File: src/redundancy_manager_defs.vh
`ifndef REDUNDANCY_MANAGER_DEFS_VH
`define REDUNDANCY_MANAGER_DEFS_VH

// Status vector layout
`define ST_LS_12 0
`define ST_LS_13 1
`define ST_LS_23 2
`define ST_RECOVERY 3
`define ST_FATAL_12 4
`define ST_FATAL_13 5
`define ST_FATAL_23 6
`define ST_FATAL_VOTER 7
`define ST_FATAL_ECC 8
`define ST_WDOG 9
`define ST_PHASE_LO 10
`define ST_PHASE_HI 11
`define ST_PROC1 12
`define ST_PROC3 14
`define ST_RESET_VAL 32'h00000000

// Tolerance phase codes
`define PH_NOMINAL 2'h0
`define PH_LOCKSTEP 2'h1
`define PH_RECOVER 2'h2
`define PH_FATAL 2'h3

// Register port
`define REG_CTRL 4'h0
`define REG_STATUS 4'h1
`define REG_MASK_LO 4'h2
`define REG_MASK_HI 4'h3
`define REG_WDOG 4'h4
`define REG_PULSE_TO 4'h5
`define REG_TEST 4'h6
`define CTRL_CLEAR 0
`define CTRL_NO_BREAK 1
`define CTRL_RST_VAL 32'h00000000

// Timing
`define RECOVER_RST_NS 400
`define CLK_NS 20
`define RECOVER_RST_CYC ((`RECOVER_RST_NS + `CLK_NS - 1) / `CLK_NS)
`define WDOG_RST_VAL 32'h00000000
`define PULSE_TO_RST_VAL 32'h00000400

`endif

File: src/redundancy_manager.v
// The register addresses and the address-and-strobe port are this design's own decisions.
`include "redundancy_manager_defs.vh"

// Operation
// RULE1: Status bits 0..2 flag lockstep mismatch of pairs 1-2, 1-3, 2-3.
// RULE2: Status bits 4..6 flag fatal error of pairs 1-2, 1-3, 2-3.
// RULE3: Bit 7 fatal voter error, bit 8 fatal ECC, bit 9 watchdog expired.
// RULE4: Bits 11:10 hold phase: nominal, lockstep, recovery reset, fatal.
// RULE5: Bits 12..14 name the faulty processor while mismatch field nonzero.
// RULE6: Status vector drives all zeros after reset.
// RULE7: Lockstep break output is low after reset.
// RULE8: Recovery reset output is low after reset.
// RULE9: Fatal output is low after reset.
// RULE10: Processors drive the recover request input during lockstep break.
// RULE11: Up to 64 comparator mismatch inputs are accepted.
// RULE12: An uncorrectable error input from the memory bus is accepted.
// RULE13: Drive peer link vector, zero initially; accept links from three peers.
// RULE14: With mitigation port enabled, controller supplies its status inputs.
// RULE15: Pulse lost output rises when mitigation heartbeat stops.
// RULE16: Mitigation event interrupt output, low after reset.
// RULE17: Comparator test vector drives capture, clear and inject, zero initially.
// RULE18: Synchronous active high reset clears all state.
// RULE19: Status bits 31..15 are driven as zero.
// RULE20: Status bit 3 shows recovery in progress or occurred.
module redundancy_manager #(
   parameter NCMP = 64,
   parameter LINK_W = 8,
   parameter TEST_W = 4,
   parameter mitig_port_cfg = 1,
   parameter TEST_COMPARATOR = 1
) (
   // Clock and reset
   input wire clk,
   input wire rst,
   // Fault tolerance
   input wire redundancy_off,
   input wire debug_off,
   input wire recover_req,
   output reg lockstep_break,
   output reg recovery_rst,
   output reg fatal,
   output reg [31:0] status,
   input wire [NCMP-1:0] cmp_mismatch,
   input wire membus_hard_err,
   input wire voter_err,
   output wire wdog_expired,
   input wire wdog_pause,
   // Peer links
   output reg [LINK_W-1:0] peer_link_out,
   input wire [LINK_W-1:0] peer_link_in_a,
   input wire [LINK_W-1:0] peer_link_in_b,
   input wire [LINK_W-1:0] peer_link_in_c,
   // Mitigation controller
   input wire mitig_pulse,
   input wire mitig_init_st,
   input wire mitig_observe_st,
   input wire mitig_correct_st,
   input wire mitig_classify_st,
   input wire mitig_inject_st,
   input wire mitig_critical_st,
   input wire mitig_hard_st,
   input wire mitig_scan_st,
   input wire mitig_observe_only_st,
   output wire mitig_pulse_lost,
   output reg mitig_event_irq,
   // Comparator test
   output reg [TEST_W-1:0] cmp_test,
   // Register port
   input wire [3:0] reg_addr,
   input wire [31:0] reg_wdata,
   input wire reg_wr,
   input wire reg_rd,
   output reg [31:0] reg_rdata
);
   localparam ST_NOM = 4'h1;
   localparam ST_LOCK = 4'h2;
   localparam ST_REC = 4'h4;
   localparam ST_FAT = 4'h8;
   // Recovery reset length in cycles, cut to the counter width on purpose
   localparam integer REC_CYC_I = `RECOVER_RST_CYC;
   localparam [7:0] REC_CYC = REC_CYC_I[7:0];

   // Input synchronisers
   reg [NCMP-1:0] cmp_s1_q, cmp_s2_q;
   reg [15:0] pin_s1_q, pin_s2_q;
   reg [3*LINK_W-1:0] peer_s1_q, peer_s2_q;
   always @(posedge clk) begin
      if (rst) begin
         cmp_s1_q <= {NCMP{1'b0}};
         cmp_s2_q <= {NCMP{1'b0}};
         pin_s1_q <= 16'h0000;
         pin_s2_q <= 16'h0000;
         peer_s1_q <= {(3*LINK_W){1'b0}};
         peer_s2_q <= {(3*LINK_W){1'b0}};
      end else begin
         cmp_s1_q <= cmp_mismatch; // RULE11
         cmp_s2_q <= cmp_s1_q;
         pin_s1_q <= {mitig_observe_only_st, mitig_scan_st, mitig_hard_st, mitig_critical_st,
                      mitig_inject_st, mitig_classify_st, mitig_correct_st, mitig_init_st,
                      mitig_observe_st, mitig_pulse, voter_err, wdog_pause,
                      membus_hard_err, recover_req, debug_off, redundancy_off}; // RULE12 RULE14
         pin_s2_q <= pin_s1_q;
         peer_s1_q <= {peer_link_in_c, peer_link_in_b, peer_link_in_a}; // RULE13
         peer_s2_q <= peer_s1_q;
      end
   end
   wire off_s = pin_s2_q[0];
   wire dbg_off_s = pin_s2_q[1];
   wire recover_s = pin_s2_q[2];
   wire ue_s = pin_s2_q[3];
   wire pause_s = pin_s2_q[4];
   wire voter_s = pin_s2_q[5];
   wire pulse_s = pin_s2_q[6];
   // All nine mitigation status levels, observation through detect-only
   wire [8:0] mitig_s = pin_s2_q[15:7];

   // Software registers
   reg [31:0] ctrl_q, wdog_reload_q, pulse_reload_q;
   reg [NCMP-1:0] mask_q;
   reg wdog_kick_q;
   always @(posedge clk) begin
      if (rst) begin
         ctrl_q <= `CTRL_RST_VAL;
         mask_q <= {NCMP{1'b0}};
         wdog_reload_q <= `WDOG_RST_VAL;
         pulse_reload_q <= `PULSE_TO_RST_VAL;
         wdog_kick_q <= 1'b0;
      end else begin
         ctrl_q[`CTRL_CLEAR] <= 1'b0;
         wdog_kick_q <= reg_wr && reg_addr == `REG_WDOG;
         if (reg_wr) begin
            case (reg_addr)
               `REG_CTRL: ctrl_q <= reg_wdata;
               `REG_MASK_LO: mask_q[31:0] <= reg_wdata;
               `REG_MASK_HI: mask_q[NCMP-1:32] <= reg_wdata[NCMP-33:0];
               `REG_WDOG: wdog_reload_q <= reg_wdata;
               `REG_PULSE_TO: pulse_reload_q <= reg_wdata;
               default: ;
            endcase
         end
      end
   end
   wire clear_fail = ctrl_q[`CTRL_CLEAR];

   // Pair mismatch detection: comparators interleaved across three pairs, bit b to pair b mod 3
   wire [NCMP-1:0] cmp_act = cmp_s2_q & ~mask_q;
   wire [2:0] pair_err;
   genvar g;
   generate
      for (g = 0; g < 3; g = g + 1) begin : pair_g
         wire [NCMP-1:0] sel;
         genvar b;
         for (b = 0; b < NCMP; b = b + 1) begin : bit_g
            assign sel[b] = cmp_act[b] && (b % 3 == g);
         end
         assign pair_err[g] = |sel;
      end
   endgenerate
   wire [1:0] npair = {1'b0, pair_err[0]} + {1'b0, pair_err[1]} + {1'b0, pair_err[2]};

   // Watchdog instances
   wire wdog_exp;
   pulse_watchdog #(.W(32)) u_wdog (
      .clk(clk),
      .rst(rst),
      .enable(wdog_reload_q != 32'h00000000 && !pause_s),
      .kick(wdog_kick_q),
      .reload(wdog_reload_q),
      .expired(wdog_exp)
   );
   assign wdog_expired = wdog_exp;
   reg pulse_d1_q;
   wire pulse_lost_w;
   pulse_watchdog #(.W(32)) u_pulse (
      .clk(clk),
      .rst(rst),
      .enable(mitig_port_cfg == 1),
      .kick(pulse_s != pulse_d1_q),
      .reload(pulse_reload_q),
      .expired(pulse_lost_w)
   );
   assign mitig_pulse_lost = (mitig_port_cfg == 1) ? pulse_lost_w : 1'b0; // RULE15

   // Tolerance phase machine
   reg [3:0] state_q;
   reg [7:0] rcnt_q;
   reg [2:0] ls_q, fat_q, proc_q;
   reg fvot_q, fecc_q, fwd_q, recd_q;
   reg [1:0] phase;
   always @* begin
      case (state_q)
         ST_NOM: phase = `PH_NOMINAL;
         ST_LOCK: phase = `PH_LOCKSTEP;
         ST_REC: phase = `PH_RECOVER;
         ST_FAT: phase = `PH_FATAL;
         default: phase = `PH_NOMINAL;
      endcase
   end
   always @(posedge clk) begin
      if (rst) begin // RULE18
         state_q <= ST_NOM;
         rcnt_q <= 8'h00;
         ls_q <= 3'h0;
         fat_q <= 3'h0;
         proc_q <= 3'h0;
         fvot_q <= 1'b0;
         fecc_q <= 1'b0;
         fwd_q <= 1'b0;
         recd_q <= 1'b0;
         pulse_d1_q <= 1'b0;
      end else begin
         pulse_d1_q <= pulse_s;
         fwd_q <= fwd_q | wdog_exp; // RULE3
         case (state_q)
            ST_NOM: begin
               if (!off_s && npair == 2'h1) begin
                  state_q <= ST_LOCK;
                  ls_q <= pair_err; // RULE1
                  // One-hot faulty processor follows the single mismatching pair
                  proc_q <= pair_err; // RULE5
               end else if (!off_s && npair > 2'h1) begin
                  state_q <= ST_FAT;
                  fat_q <= pair_err; // RULE2
               end else if (voter_s || ue_s) begin
                  state_q <= ST_FAT;
                  fvot_q <= voter_s;
                  fecc_q <= ue_s;
               end
            end
            ST_LOCK: begin
               if (recover_s) begin // RULE10
                  state_q <= ST_REC;
                  rcnt_q <= REC_CYC;
                  recd_q <= 1'b1; // RULE20
               end else if (ue_s || voter_s || (!off_s && npair > 2'h1)) begin
                  state_q <= ST_FAT;
                  fecc_q <= ue_s;
                  fvot_q <= voter_s;
                  fat_q <= (npair > 2'h1) ? pair_err : 3'h0;
               end
            end
            ST_REC: begin
               if (rcnt_q == 8'h01) begin
                  state_q <= ST_NOM;
                  ls_q <= 3'h0;
                  proc_q <= 3'h0;
               end
               rcnt_q <= rcnt_q - 8'h01;
            end
            ST_FAT: begin
               if (clear_fail) begin
                  state_q <= ST_NOM;
                  fat_q <= 3'h0;
                  ls_q <= 3'h0;
                  proc_q <= 3'h0;
                  fvot_q <= 1'b0;
                  fecc_q <= 1'b0;
               end
            end
            default: state_q <= ST_NOM;
         endcase
         if (clear_fail && !wdog_exp)
            fwd_q <= 1'b0;
      end
   end

   // Outputs
   reg [8:0] mitig_prev_q;
   // Next values shared by the outputs and the peer link, so both change together
   wire break_d = (state_q == ST_LOCK) && !ctrl_q[`CTRL_NO_BREAK] && !dbg_off_s; // RULE7
   wire fatal_d = (state_q == ST_FAT); // RULE9
   always @(posedge clk) begin
      if (rst) begin
         lockstep_break <= 1'b0; // RULE7
         recovery_rst <= 1'b0; // RULE8
         fatal <= 1'b0; // RULE9
         status <= `ST_RESET_VAL; // RULE6
         peer_link_out <= {LINK_W{1'b0}}; // RULE13
         mitig_event_irq <= 1'b0; // RULE16
         mitig_prev_q <= 9'h000;
         cmp_test <= {TEST_W{1'b0}}; // RULE17
         reg_rdata <= 32'h00000000;
      end else begin
         lockstep_break <= break_d;
         recovery_rst <= (state_q == ST_REC);
         fatal <= fatal_d;
         status <= {17'h00000, proc_q, phase, fwd_q, fecc_q, fvot_q, fat_q,
                    recd_q, ls_q}; // RULE1 RULE2 RULE4 RULE19
         peer_link_out <= {{(LINK_W-4){1'b0}}, phase, fatal_d, break_d}; // RULE13
         mitig_prev_q <= mitig_s;
         mitig_event_irq <= (mitig_port_cfg == 1) && (mitig_s != mitig_prev_q); // RULE16
         if (TEST_COMPARATOR > 0 && reg_wr && reg_addr == `REG_TEST)
            cmp_test <= reg_wdata[TEST_W-1:0]; // RULE17
         if (reg_rd) begin
            case (reg_addr)
               `REG_CTRL: reg_rdata <= ctrl_q;
               `REG_STATUS: reg_rdata <= status;
               `REG_MASK_LO: reg_rdata <= mask_q[31:0];
               `REG_MASK_HI: reg_rdata <= mask_q[NCMP-1:32];
               `REG_WDOG: reg_rdata <= wdog_reload_q;
               `REG_PULSE_TO: reg_rdata <= pulse_reload_q;
               `REG_TEST: reg_rdata <= {{(32-TEST_W){1'b0}}, cmp_test};
               default: reg_rdata <= 32'h00000000;
            endcase
         end else begin
            reg_rdata <= 32'h00000000;
         end
      end
   end
endmodule // redundancy_manager

File: src/pulse_watchdog.v
`include "redundancy_manager_defs.vh"

// Counts down while enabled, restarts on a kick, flags expiry once reached zero
module pulse_watchdog #(
   parameter W = 32
) (
   // Clock and reset
   input wire clk,
   input wire rst,
   // Control
   input wire enable,
   input wire kick,
   input wire [W-1:0] reload,
   // Result
   output reg expired
);
   reg [W-1:0] cnt_q;

   always @(posedge clk) begin
      if (rst) begin
         // Start from a full count so the flag stays low until a real timeout
         cnt_q <= reload;
         expired <= 1'b0;
      end else if (!enable || kick) begin
         cnt_q <= reload;
         expired <= 1'b0;
      end else if (cnt_q == {W{1'b0}}) begin
         expired <= 1'b1;
      end else begin
         cnt_q <= cnt_q - {{(W-1){1'b0}}, 1'b1};
      end
   end
endmodule // pulse_watchdog

File: config.mk
export PLATFORM = sky130hd
export DESIGN_NAME = redundancy_manager
export DESIGN_NICKNAME = d
export VERILOG_FILES = /design/src/redundancy_manager.v /design/src/pulse_watchdog.v
export VERILOG_INCLUDE_DIRS = /design/src
export SDC_FILE = /design/constraint.sdc
export NUM_CORES = 1
export LEC_CHECK = 0
export ABC_AREA = 1
export BUFFER_PORTS_ARGS = -buffer_cell sky130_fd_sc_hd__buf_2
export CAP_MARGIN = 20
export CORE_MARGIN = 3
export CORE_UTILIZATION = 55
export CTS_BUF_LIST = sky130_fd_sc_hd__clkbuf_16
export DETAILED_ROUTE_END_ITERATION = 16
export PLACE_DENSITY = 0.76
export SLEW_MARGIN = 20
export SYNTH_ARGS = -nofsm -noshare
export SYNTH_HDL_FRONTEND = slang
export SYNTH_SLANG_ARGS = --single-unit
File: constraint.sdc
create_clock -name clk -period 3.7 [get_ports clk]
set_input_delay 0.74 -clock clk [delete_from_list [all_inputs] [get_ports clk]]
set_output_delay 0.74 -clock clk [all_outputs]
set_load 0.03 [all_outputs]
Word level (Yosys, flattened, before mapping):

Index checks and enable logic that the tools add are counted.

* bits in registers: 499
* input port bits: 144
* output and inout bits: 82

* $add $sub $neg: 5
* magnitude comparators: 1
* eq/ne operators: 28
* multiplexer cells: 41
* bitwise operators: 6
* reduce and logical (&&, ||, !) cells: 43

Operator list (number)
* 32-bit one-hot mux with 7 select lines: 1
* 32-bit 2-to-1 mux: 6
* 64-bit AND: 1
* 32-bit zero test: 2
* 64-bit inverter: 1
* 32-bit by 1-bit subtractor with 32-bit output, second input constant: 2
* 21-bit OR reduction: 2
* 32-bit nonzero test: 1
* 4-bit 2-to-1 mux: 7
* 3-bit 2-to-1 mux: 8
* 22-bit OR reduction: 1
* 2-bit != test, second input constant: 10
* 3-bit one-hot mux with 3 select lines: 2
* 4-bit by 3-bit equality test with 1-bit output, second input constant: 4
* 4-bit one-hot mux with 4 select lines: 1
* 8-bit one-hot mux with 2 select lines: 1
* 2-bit AND reduction: 7
* 4-bit by 2-bit equality test with 1-bit output, second input constant: 3
* 1-bit 2-to-1 mux: 11
* 9-bit != test: 1
* 4-bit by 1-bit equality test with 1-bit output, second input constant: 2
* 8-bit by 1-bit equality test with 1-bit output, second input constant: 1
* 1-bit logical AND: 8
* 8-bit 2-to-1 mux: 1
* 24 further kinds: 40

Depth between registers and ports, before layout:

Gate-level depths: netlist of run 1.

* word-level depth: 11
* gate-level depth with buffers: 17
* gate-level depth less buffers: 17

Cells and area by module:

Synthesis of run 1 repeated with hierarchy kept, for this count alone.

* cell total of the unflattened synthesis: 2562
* area, all modules: 19585.0 um^2

By module, submodules not included
* redundancy_manager: times used 1, cells an instance 1900, area each 14777.9 um^2, seq. area each 8107.8 um^2
* pulse_watchdog: times used 2, cells an instance 331, area each 2403.6 um^2, seq. area each 980.9 um^2

Worst setup path before layout of run 1:

No wires, ideal clock.

* path kind: register to register
* start: register u_pulse.cnt_q[0]
* end: register u_pulse.cnt_q[0] (enable)
* arrival: 2.083 ns
* required time: 3.063 ns
* slack: 0.981 ns
* cell stages (with the launch flop): 8
* clock period less this slack: 2.719 ns
* path through: edfxtp_1 > inv_1 > ha_1 > nand2_1 > nor2_4 > nand2_1 > inv_2 > nand4_1

* longest elaborated chain between the ends: 2

Ends and longest elaborated chain
* from (decl): line pulse_watchdog.v:17 `reg [W-1:0] cnt_q;`
* from (signal assigned): line pulse_watchdog.v:22 `cnt_q <= reload;`
* from (signal assigned): line pulse_watchdog.v:25 `cnt_q <= reload;`
* from (signal assigned): line pulse_watchdog.v:30 `cnt_q <= cnt_q - {{(W-1){1'b0}}, 1'b1};`
* 32-bit zero test: line pulse_watchdog.v:27 `end else if (cnt_q == {W{1'b0}}) begin`
* 3-bit by 2-bit != test with 1-bit output (no line)

No other way between the ends.
A chain may end at the register's enable or synchronous reset.

Worst setup path after layout of run 1:

* start: register mask_q[56]
* end: register proc_q[1]

* longest elaborated chain between the ends: 8

Ends and longest elaborated chain
* from (decl): line redundancy_manager.v:119 `reg [NCMP-1:0] mask_q;`
* from (signal assigned): line redundancy_manager.v:124 `mask_q <= {NCMP{1'b0}};`
* from (signal, indexed assignment): line redundancy_manager.v:135 `` `REG_MASK_HI: mask_q[NCMP-1:32] <= reg_wdata[NCMP-33:0]; ``
* 64-bit inverter: line redundancy_manager.v:146 `wire [NCMP-1:0] cmp_act = cmp_s2_q & ~mask_q;`
* 64-bit AND: line redundancy_manager.v:146
* 21-bit OR reduction: line redundancy_manager.v:156 `assign pair_err[g] = |sel;`
* 2-bit by 1-bit adder with 2-bit output: line redundancy_manager.v:159 `wire [1:0] npair = {1'b0, pair_err[0]} + {1'b0, pair_err[1]} + {1'b0, pair_err[2]};`
* 2-bit by 1-bit equality test with 1-bit output: line redundancy_manager.v:216 `if (!off_s && npair == 2'h1) begin`
* 1-bit logical AND: line redundancy_manager.v:216
* 2-bit != test (no line)
* 4-bit AND reduction (no line)
* to (signal assigned): line redundancy_manager.v:220 `proc_q <= pair_err;`
* to (decl): line redundancy_manager.v:187 `reg [2:0] ls_q, fat_q, proc_q;`

No other way between the ends.

==> parameters.txt, run 1 <==
Parameter                              Value

Floorplan
  Effective utilization at floorplan    approximately 57%
  Chip Width    just under 200 um
  Placement Rows    67
  Die Footprint    about 0.037 mm^2
  Die span in y    a little under 200 um
  Floorplan core area    0.0340 mm^2
  Io pins    226

Placed design
  Count of input and output buffers    180
  Final GP Congestion    0.947
  Worst setup slack before clock tree synthesis    0.937 ns
  Half-perimeter wire length after placement    between 30,000 and 40,000 um

Worst setup path
  Max stage delay cell, worst path    sky130_fd_sc_hd__fa_1
  Crit start category    register
  Worst setup EP type    register
  Data required time of the critical path    4.17 ns
  Most frequent cell on the critical path    sky130_fd_sc_hd__nand2_1
  Worst-path fanout max    4
  Sequence of cells on the critical path    inv_1 > nand2_1 > nand2_1 > nor2_1 > nand2_1 > nor2_1 > nand2_1 > fa_1 > inv_1 > nand3_1 > inv_1 > nand2_1 > nand2_1 > nand3_1 > nand2_1 > nand2_1 > a21oi_1
  Slowest Stage Delay on Critical Path    approximately 0.46 ns
  Data arrival time of the worst path    between 3 and 4 ns
  CP Class    register to register

Worst hold path
  Worst Hold Class    primary input to register

Clock tree
  Latest clock arrival within the worst-skew pair    approximately 0.55 ns
  Number of buffers between clock root and the deepest sink    3
  Number of instances resized during post-cts repair    0
  Clk slew on worst S/H paths    approximately 0.06 ns
  Clock tree from TritonCTS    built
  Total clock sinks    approximately 470
  Clk Tree Root Cell    sky130_fd_sc_hd__clkbuf_16
  Number of setup buffers added after CTS    0
  Clock buffers created by TritonCTS    47
  Maximum level of the CTS H-tree    2
  Hold-fix buffer count after cts    0

Yosys
  Register area share after synthesis    a little over half
  Summed instance area of the synthesized netlist    roughly 0.019 mm^2
  Number of instances in the synthesized netlist    about 2,500
  #FFs+latches synth    471
  Warnings from Yosys    0
  Count of unique library cells instantiated by Yosys    40
  Mean Syn Cell Area    around 7.6 um^2

Run status
  Status    finished clean

Timing
  Fin. Hold Viols    0
  Period utilization    between 60% and 70%
  FMAX    roughly 0.39 GHz
  Tightest slew margin relative to the limit    30.8%
  Final-layout setup total negative slack    0 ns
  Minimum period implied by the final worst setup slack    2.58 ns
  Setup repair after global routing missed its margin    false
  Final setup skew    about 0.015 ns
  Least-Margin Pin Slew    approximately 1.0 ns
  Setup slack after layout    between 1 and 1.5 ns
  Final Max Slew Viols    0
  Setup Viol. Count Final    0

Drt
  Met3 wire length    ~4500 um
  Total number of vias    16,515
  Routed length per placed instance    around 16 um
  DRT iter0 DRCs    roughly 1,700
  Wl on met1    around 22,000 um
  Number of detailed-route iterations in the first pass    6
  DRC violations left    0
  Via-per-instance ratio    between 5 and 6
  Final antenna-violating net count    0
  Uppermost routed layer    met5
  Total routed wirelength    52,000 um
  Met2 WL post-DR    24,000 um

Global routing
  Number of global-route vias before repair    approximately 15,000
  Maximum number of pins on one net before global-route repair    around 160
  Grt total ovfl    0
  Initial antenna violation count    9
  GRT Util Overall    27.5%
  First-pass GRT wire length    ~80,000 um

Cells and area
  Commonest non-fill, non-tap cell in the layout    sky130_fd_sc_hd__inv_1
  # nets final    2,830
  Fin util    between 60% and 70%
  Top library cells by usage in the layout, fill and taps aside    sky130_fd_sc_hd__inv_1, sky130_fd_sc_hd__nor2_1, sky130_fd_sc_hd__dfxtp_1
  Layout cells sized above 1    between 10 and 15%
  Area grow syn2layout    13.8%

Flow run
  Maxcap violations    0

Pwr
  Total leakage power    9.89 nW
  Total power per unit cell area    ~570 mW/mm^2
  Tot Pwr    12.4 mW
  Maximum ir drop on the vdd rail    around 0.42 mV
-- final timing paths --
path                                       to  cells past startpoint  slack [ns]                    start
setup / recovery       proc_q[1]$_SDFFE_PP0P_                     17        1.12  mask_q[56]$_SDFFE_PP0P_
hold reg to reg   peer_link_out[0]$_SDFF_PP0_                      1        0.40   pin_s2_q[1]$_SDFF_PP0_
setup reg to reg       proc_q[1]$_SDFFE_PP0P_                     17        1.12  mask_q[56]$_SDFFE_PP0P_
hold / removal         pin_s1_q[9]$_SDFF_PP0_                      3        0.39         mitig_correct_st
-- cell usage after synthesis (all sizes together) --
| library cell | number | share of area, % |
|---|---|---|
| a41oi | 1 | 0.046 |
| o21ai | 234 | 6.1 |
| dfxtp | 407 | 42 |
| o21bai | 2 | 0.078 |
| nor2 | 427 | 8.5 |
| nand2 | 390 | 7.7 |
| or2 | 1 | 0.033 |
| ha | 4 | 0.26 |
| nor4 | 3 | 0.098 |
| xnor2 | 16 | 0.73 |
| and2 | 1 | 0.033 |
| fa | 1 | 0.10 |
| clkinv | 1 | 0.020 |
| o22ai | 51 | 1.7 |
| mux2i | 1 | 0.052 |
| a22oi | 3 | 0.12 |
| buf | 66 | 2.1 |
| o211ai | 2 | 0.078 |
| nand3 | 77 | 2.0 |
| clkbuf | 66 | 1.3 |
| inv | 438 | 8.6 |
| nand4 | 16 | 0.52 |
| nor3 | 25 | 0.68 |
| a21oi | 226 | 5.9 |
| edfxtp | 64 | 10 |
| xor2 | 15 | 0.68 |
| conb | 1 | 0.020 |
| a31oi | 3 | 0.098 |
| nand3b | 1 | 0.039 |
| o31ai | 2 | 0.078 |
-- metal layers --
| metal | up-vias | GRT usage, % |
|---|---|---|
| li1 | 8209 | - |
| met1 | 7463 | 37.0 |
| met2 | 696 | 44.8 |
| met3 | 137 | 5.06 |
| met4 | 10 | 9.74 |
| met5 | - | 0 |
-- registers in the layout (all words and copies together), names as in the netlist, 9 cells and up --
register,flops
u_pulse.cnt_q,32
reg_rdata,32
cmp_s2_q,64
mask_q,64
cmp_s1_q,64
wdog_reload_q,32
ctrl_q,32
pulse_reload_q,32
status,12
pin_s1_q,16
u_wdog.cnt_q,32
mitig_prev_q,9
pin_s2_q,16
-- cell type report --
| cell class | count | area [um^2] |
|---|---|---|
| clock buffer | 54 | 1350 |
| tap | 448 | 561 |
| sequential | 471 | 10100 |
| timing repair buffer | 199 | 1090 |
| fill | 2979 | 12100 |
| multi-input combinational | 1523 | 6920 |
| clock inverter | 31 | 216 |
| antenna | 5 | 12.5 |
| inverter | 439 | 1650 |
-- power by group --
group	switching, mW	total [mW]	leakage [nW]	internal [mW]
Clock	1.96	4.77	0.816	2.81
Sequential	0.193	5.70	4.08	5.51
Combinational	1.33	1.94	4.99	0.612
-- critical path, delay by kind of cell (launching register included) --
family,cells,cell delay [ns]
DFF,1,0.30
and+or+nand+nor,12,1.32
AOI/OAI and AO/OA,1,0.16
adders and majority gates,1,0.46
buffers and inverters,3,0.27
-- cell families (layout without fill, tap and decap cells) --
logic type                 after synthesis  in the layout  synth area share [%]
AOI/OAI and AO/OA                      524            524                  14.1
DFF                                    471            471                  52.4
adders and majority gates                5              5                 0.365
other                                    1             26                0.0195
and+or+nand+nor                        941            941                  19.6
muxes                                    1              1                0.0521
buffers and inverters                  571            723                  12.0
xor gates and xnor gates                31             31                  1.41
-- through the flow --
stage,hold WS (ns),instance area (um^2),cells
after floorplan,0.374,19300,2565
after global placement,0.384,20300,3079
after detailed placement,0.385,20300,3079
after CTS,0.374,21800,3164
after global routing,0.387,21900,3167
final,0.390,21900,3170
Power figures use the tool's default switching activity.
==> inputs of run 2 (changes only) <==
--- a/config.mk
+++ b/config.mk
@@ -6,11 +6,11 @@
 export SDC_FILE = /design/constraint.sdc
 export NUM_CORES = 1
 export LEC_CHECK = 0
-export ABC_AREA = 1
+export ABC_AREA = 0
 export BUFFER_PORTS_ARGS = -buffer_cell sky130_fd_sc_hd__buf_2
 export CAP_MARGIN = 20
 export CORE_MARGIN = 3
-export CORE_UTILIZATION = 55
+export CORE_UTILIZATION = 52
 export CTS_BUF_LIST = sky130_fd_sc_hd__clkbuf_16
 export DETAILED_ROUTE_END_ITERATION = 16
 export PLACE_DENSITY = 0.76
==> constraint.sdc (replaced) <==
create_clock -name clk -period 2.3 [get_ports clk]
set_input_delay 0.46 -clock clk [delete_from_list [all_inputs] [get_ports clk]]
set_output_delay 0.46 -clock clk [all_outputs]
set_load 0.03 [all_outputs]
==> parameters.txt, run 2 <==
Parameter                              Value

Worst setup path
  Kind of cell adding the most delay to the critical path    compound AO/OA/AOI/OAI gates (was simple AND/OR/NAND/NOR gates)
  Worst-path fanout max    3 (was 4)
  Count of buffering cells on the critical path with inverters included    3 (unchanged)
  Data arrival time of the worst path    3.26 ns (was 3.06 ns)
  CP Class    register to register (unchanged)
  Data required time of the critical path    2.74 ns (was 4.17 ns)
  Crit start category    register (unchanged)
  Sequence of cells on the critical path    nor2b_4 > a2111oi_4 > buf_4 > nand4_1 > nor4_2 > buf_4 > inv_2 > fa_2 > nor3b_4 > nand2_1 > o211ai_1 > a21oi_2 > mux2_2 (was inv_1 > nand2_1 > nand2_1 > nor2_1 > nand2_1 > nor2_1 > nand2_1 > fa_1 > inv_1 > nand3_1 > inv_1 > nand2_1 > nand2_1 > nand3_1 > nand2_1 > nand2_1 > a21oi_1)
  Slowest Stage Delay on Critical Path    0.40 ns (was 0.46 ns)
  Max stage delay cell, worst path    sky130_fd_sc_hd__fa_2 (was sky130_fd_sc_hd__fa_1)
  Most frequent cell on the critical path    sky130_fd_sc_hd__buf_4 (was sky130_fd_sc_hd__nand2_1)
  Worst setup EP type    register (unchanged)

Global routing
  Maximum number of pins on one net before global-route repair    146 (was 161)
  Number of global-route vias before repair    14,075 (was 15,118)
  Initial antenna violation count    3 (was 9)
  GRT Util Overall    26.0% (was 27.5%)
  First-pass GRT wire length    78,300 um (was 80,300 um)
  Grt total ovfl    0 (unchanged)

Yosys
  Most used flip-flop cell after synthesis    sky130_fd_sc_hd__dfxtp_1 (unchanged)
  Warnings from Yosys    0 (unchanged)
  Summed instance area of the synthesized netlist    0.0183 mm^2 (was 0.0192 mm^2)
  Largest area contributor in the synthesized netlist    sky130_fd_sc_hd__dfxtp_1 (unchanged)
  Count of flip-flops with a built-in enable after synthesis    64 (unchanged)
  Count of unique library cells instantiated by Yosys    65 (was 40)
  Number of instances in the synthesized netlist    1,998 (was 2,545)
  Share of Yosys cell area claimed by the top area cell type    44.6% (was 42.4%)
  Mean Syn Cell Area    9.14 um^2 (was 7.55 um^2)
  Share of synthesized flip-flops with an asynchronous set or reset    0% (unchanged)
  Most repeated cell in the gate-level netlist after synthesis    sky130_fd_sc_hd__dfxtp_1 (was sky130_fd_sc_hd__inv_1)
  Most area-consuming cells after synthesis    sky130_fd_sc_hd__dfxtp_1, sky130_fd_sc_hd__edfxtp_1, sky130_fd_sc_hd__nand2_1 (was sky130_fd_sc_hd__dfxtp_1, sky130_fd_sc_hd__edfxtp_1, sky130_fd_sc_hd__inv_1)
  #FFs+latches synth    471 (unchanged)
  Register area share after synthesis    55.1% (was 52.4%)
  Synth top cells by count    sky130_fd_sc_hd__dfxtp_1, sky130_fd_sc_hd__nand2_1, sky130_fd_sc_hd__a21oi_1 (was sky130_fd_sc_hd__inv_1, sky130_fd_sc_hd__nor2_1, sky130_fd_sc_hd__dfxtp_1)

Clock tree
  Clock buffers created by TritonCTS    46 (was 47)
  Number of buffers between clock root and the deepest sink    3 (unchanged)
  Clock tree from TritonCTS    built (unchanged)
  Clk slew on worst S/H paths    0.06 ns (about the same)
  Total clock sinks    471 (unchanged)
  Clk Tree Root Cell    sky130_fd_sc_hd__clkbuf_16 (unchanged)
  Maximum level of the CTS H-tree    2 (unchanged)
  Hold-fix buffer count after cts    0 (unchanged)
  Latest clock arrival within the worst-skew pair    0.56 ns (was 0.55 ns)

Placed design
  Count of input and output buffers    180 (unchanged)
  Half-perimeter wire length after placement    37,200 um (was 37,400 um)
  Cell total after placement    2,660 (was 3,079)
  Cell area reported after detailed placement    0.0205 mm^2 (was 0.0203 mm^2)
  Final GP Congestion    0.923 (was 0.947)
  Worst setup slack before clock tree synthesis    -0.844 ns (was 0.937 ns)

Drt
  Total number of vias    15,039 (was 16,515)
  Final antenna-violating net count    0 (unchanged)
  Via-per-instance ratio    5.46 (was 5.21)
  DRT iter0 DRCs    1,635 (was 1,746)
  Routed length per placed instance    18.6 um (was 16.4 um)
  DRC violations left    0 (unchanged)
  Total routed wirelength    51,100 um (was 52,000 um)
  Number of detailed-route iterations in the first pass    6 (unchanged)

Timing
  Minimum period implied by the final worst setup slack    2.82 ns (was 2.58 ns)
  Final Max Slew Viols    0 (unchanged)
  Fin. Hold Viols    0 (unchanged)
  Setup slack after layout    -0.524 ns (was 1.12 ns)
  Tightest slew margin relative to the limit    52.9% (was 30.8%)
  FMAX    0.354 GHz (was 0.387 GHz)
  Period utilization    123% (was 69.8%)
  Final setup skew    0.0149 ns (was 0.0150 ns)
  Hold slack final    0.113 ns (was 0.390 ns)
  Setup repair after global routing missed its margin    true (was false)
  Setup Viol. Count Final    11 (was 0)
  Least-Margin Pin Slew    0.697 ns (was 1.03 ns)

Pwr
  Maximum ir drop on the vdd rail    0.651 mV (was 0.424 mV)
  Total power per unit cell area    899 mW/mm^2 (was 567 mW/mm^2)
  Tot Pwr    20.0 mW (was 12.4 mW)
  Total leakage power    8.62 nW (was 9.89 nW)

Cells and area
  Area grow syn2layout    21.7% (was 13.8%)
  Layout cells sized above 1    20.5% (was 10.7%)
  # nets final    2,409 (was 2,830)
  Commonest non-fill, non-tap cell in the layout    sky130_fd_sc_hd__dfxtp_1 (was sky130_fd_sc_hd__inv_1)
  Registers with the most flip-flops    cmp_s1_q (64), cmp_s2_q (64), mask_q (64) (unchanged)
  Top library cells by usage in the layout, fill and taps aside    sky130_fd_sc_hd__dfxtp_1, sky130_fd_sc_hd__nand2_1, sky130_fd_sc_hd__a21oi_1 (was sky130_fd_sc_hd__inv_1, sky130_fd_sc_hd__nor2_1, sky130_fd_sc_hd__dfxtp_1)
  Final Cell Area    0.0222 mm^2 (was 0.0219 mm^2)
  Final Non-Filler Cells    2,753 (was 3,170)

Run status
  Failing checks    setup timing
  Status    finished with violations (was finished clean)

Floorplan
  Floorplan core area    0.0346 mm^2 (was 0.0340 mm^2)
  Die Footprint    0.0374 mm^2 (was 0.0372 mm^2)
  Chip Width    193 um (about the same)
  Effective utilization at floorplan    52.8% (was 56.6%)
  Die span in y    193 um (about the same)
  Io pins    226 (unchanged)
  Placement Rows    68 (was 67)

Worst hold path
  Worst Hold Class    primary input to register (unchanged)

Flow run
  Maxcap violations    0 (unchanged)
run 2: cell count changes after synthesis, moves of 33 or more:
cell                       before  now
sky130_fd_sc_hd__nor2b_1        0  197
sky130_fd_sc_hd__clkbuf_1      62   95
sky130_fd_sc_hd__nor2_1       418   77
sky130_fd_sc_hd__inv_1        432   61
sky130_fd_sc_hd__a31oi_1        3   37
sky130_fd_sc_hd__o21ai_0      230   39
sky130_fd_sc_hd__a22oi_1        3   74
sky130_fd_sc_hd__nand3_1       76   14
run 2: metrics by stage:
stage | TNS [ns] | util, %
floorplan | -10.79 | -
global placement | -8.00 | 59.3
detailed placement | -8.03 | 59.3
CTS | -4.62 | 63.7
global route | -6.48 | 64.2
finish | -4.64 | 64.2
run 2: power by group:
group | internal, mW | switching, mW
sequential | 8.89 | 0.386
clock | 4.07 | 3.09
combinational | 1.48 | 2.05
total | 14.4 | 5.53
run 2: final timing paths:
kind                            slack [ns]                    from  cells past startpoint                     endpoint
worst max-delay path                 -0.52  cmp_s2_q[3]$_SDFF_PP0_                     13          fvot_q$_SDFFE_PP0P_
worst min-delay path                  0.11             recover_req                      2       pin_s1_q[2]$_SDFF_PP0_
worst max register to register       -0.52  cmp_s2_q[3]$_SDFF_PP0_                     13          fvot_q$_SDFFE_PP0P_
worst min register to register        0.41  pin_s2_q[1]$_SDFF_PP0_                      1  peer_link_out[0]$_SDFF_PP0_
run 2: final cells by class:
cell class                      instances  area [um^2]
Antenna cell                            1         2.50
Clock buffer                           49         1230
Clock inverter                         36          219
Fill cell                            2823        12400
Inverter                               61          229
Multi-Input combinational cell       1336         7590
Sequential cell                       471        10100
Tap cell                              455          569
Timing Repair Buffer                  344         2330
run 2: per-layer routing:
layer  part of all wire, %  track usage [%]  vias up
li1                      -                -     7243
met1                    41             36.0     6963
met2                    46             41.5      716
met3                   8.9             4.14      113
met4                   3.7             9.64        4
met5                 0.041                0        -
run 2: kinds of logic after synthesis:
group	synth area share [%]
buf+inv	5.15
simple gates	22.4
other cells	0.0205
compound gates	13.1
fa+ha+maj	0.383
flops	55.1
xor+xnor	3.26
mux	0.623
run 2: what timing repair did:
action / 4_1_cts / 5_1_grt
pin swaps: 4 / 6
gates cloned: 0 / 3
setup buffers: 0 / 4
setup endpoints to repair: 11 / 50
gates resized for setup: 22 / 12
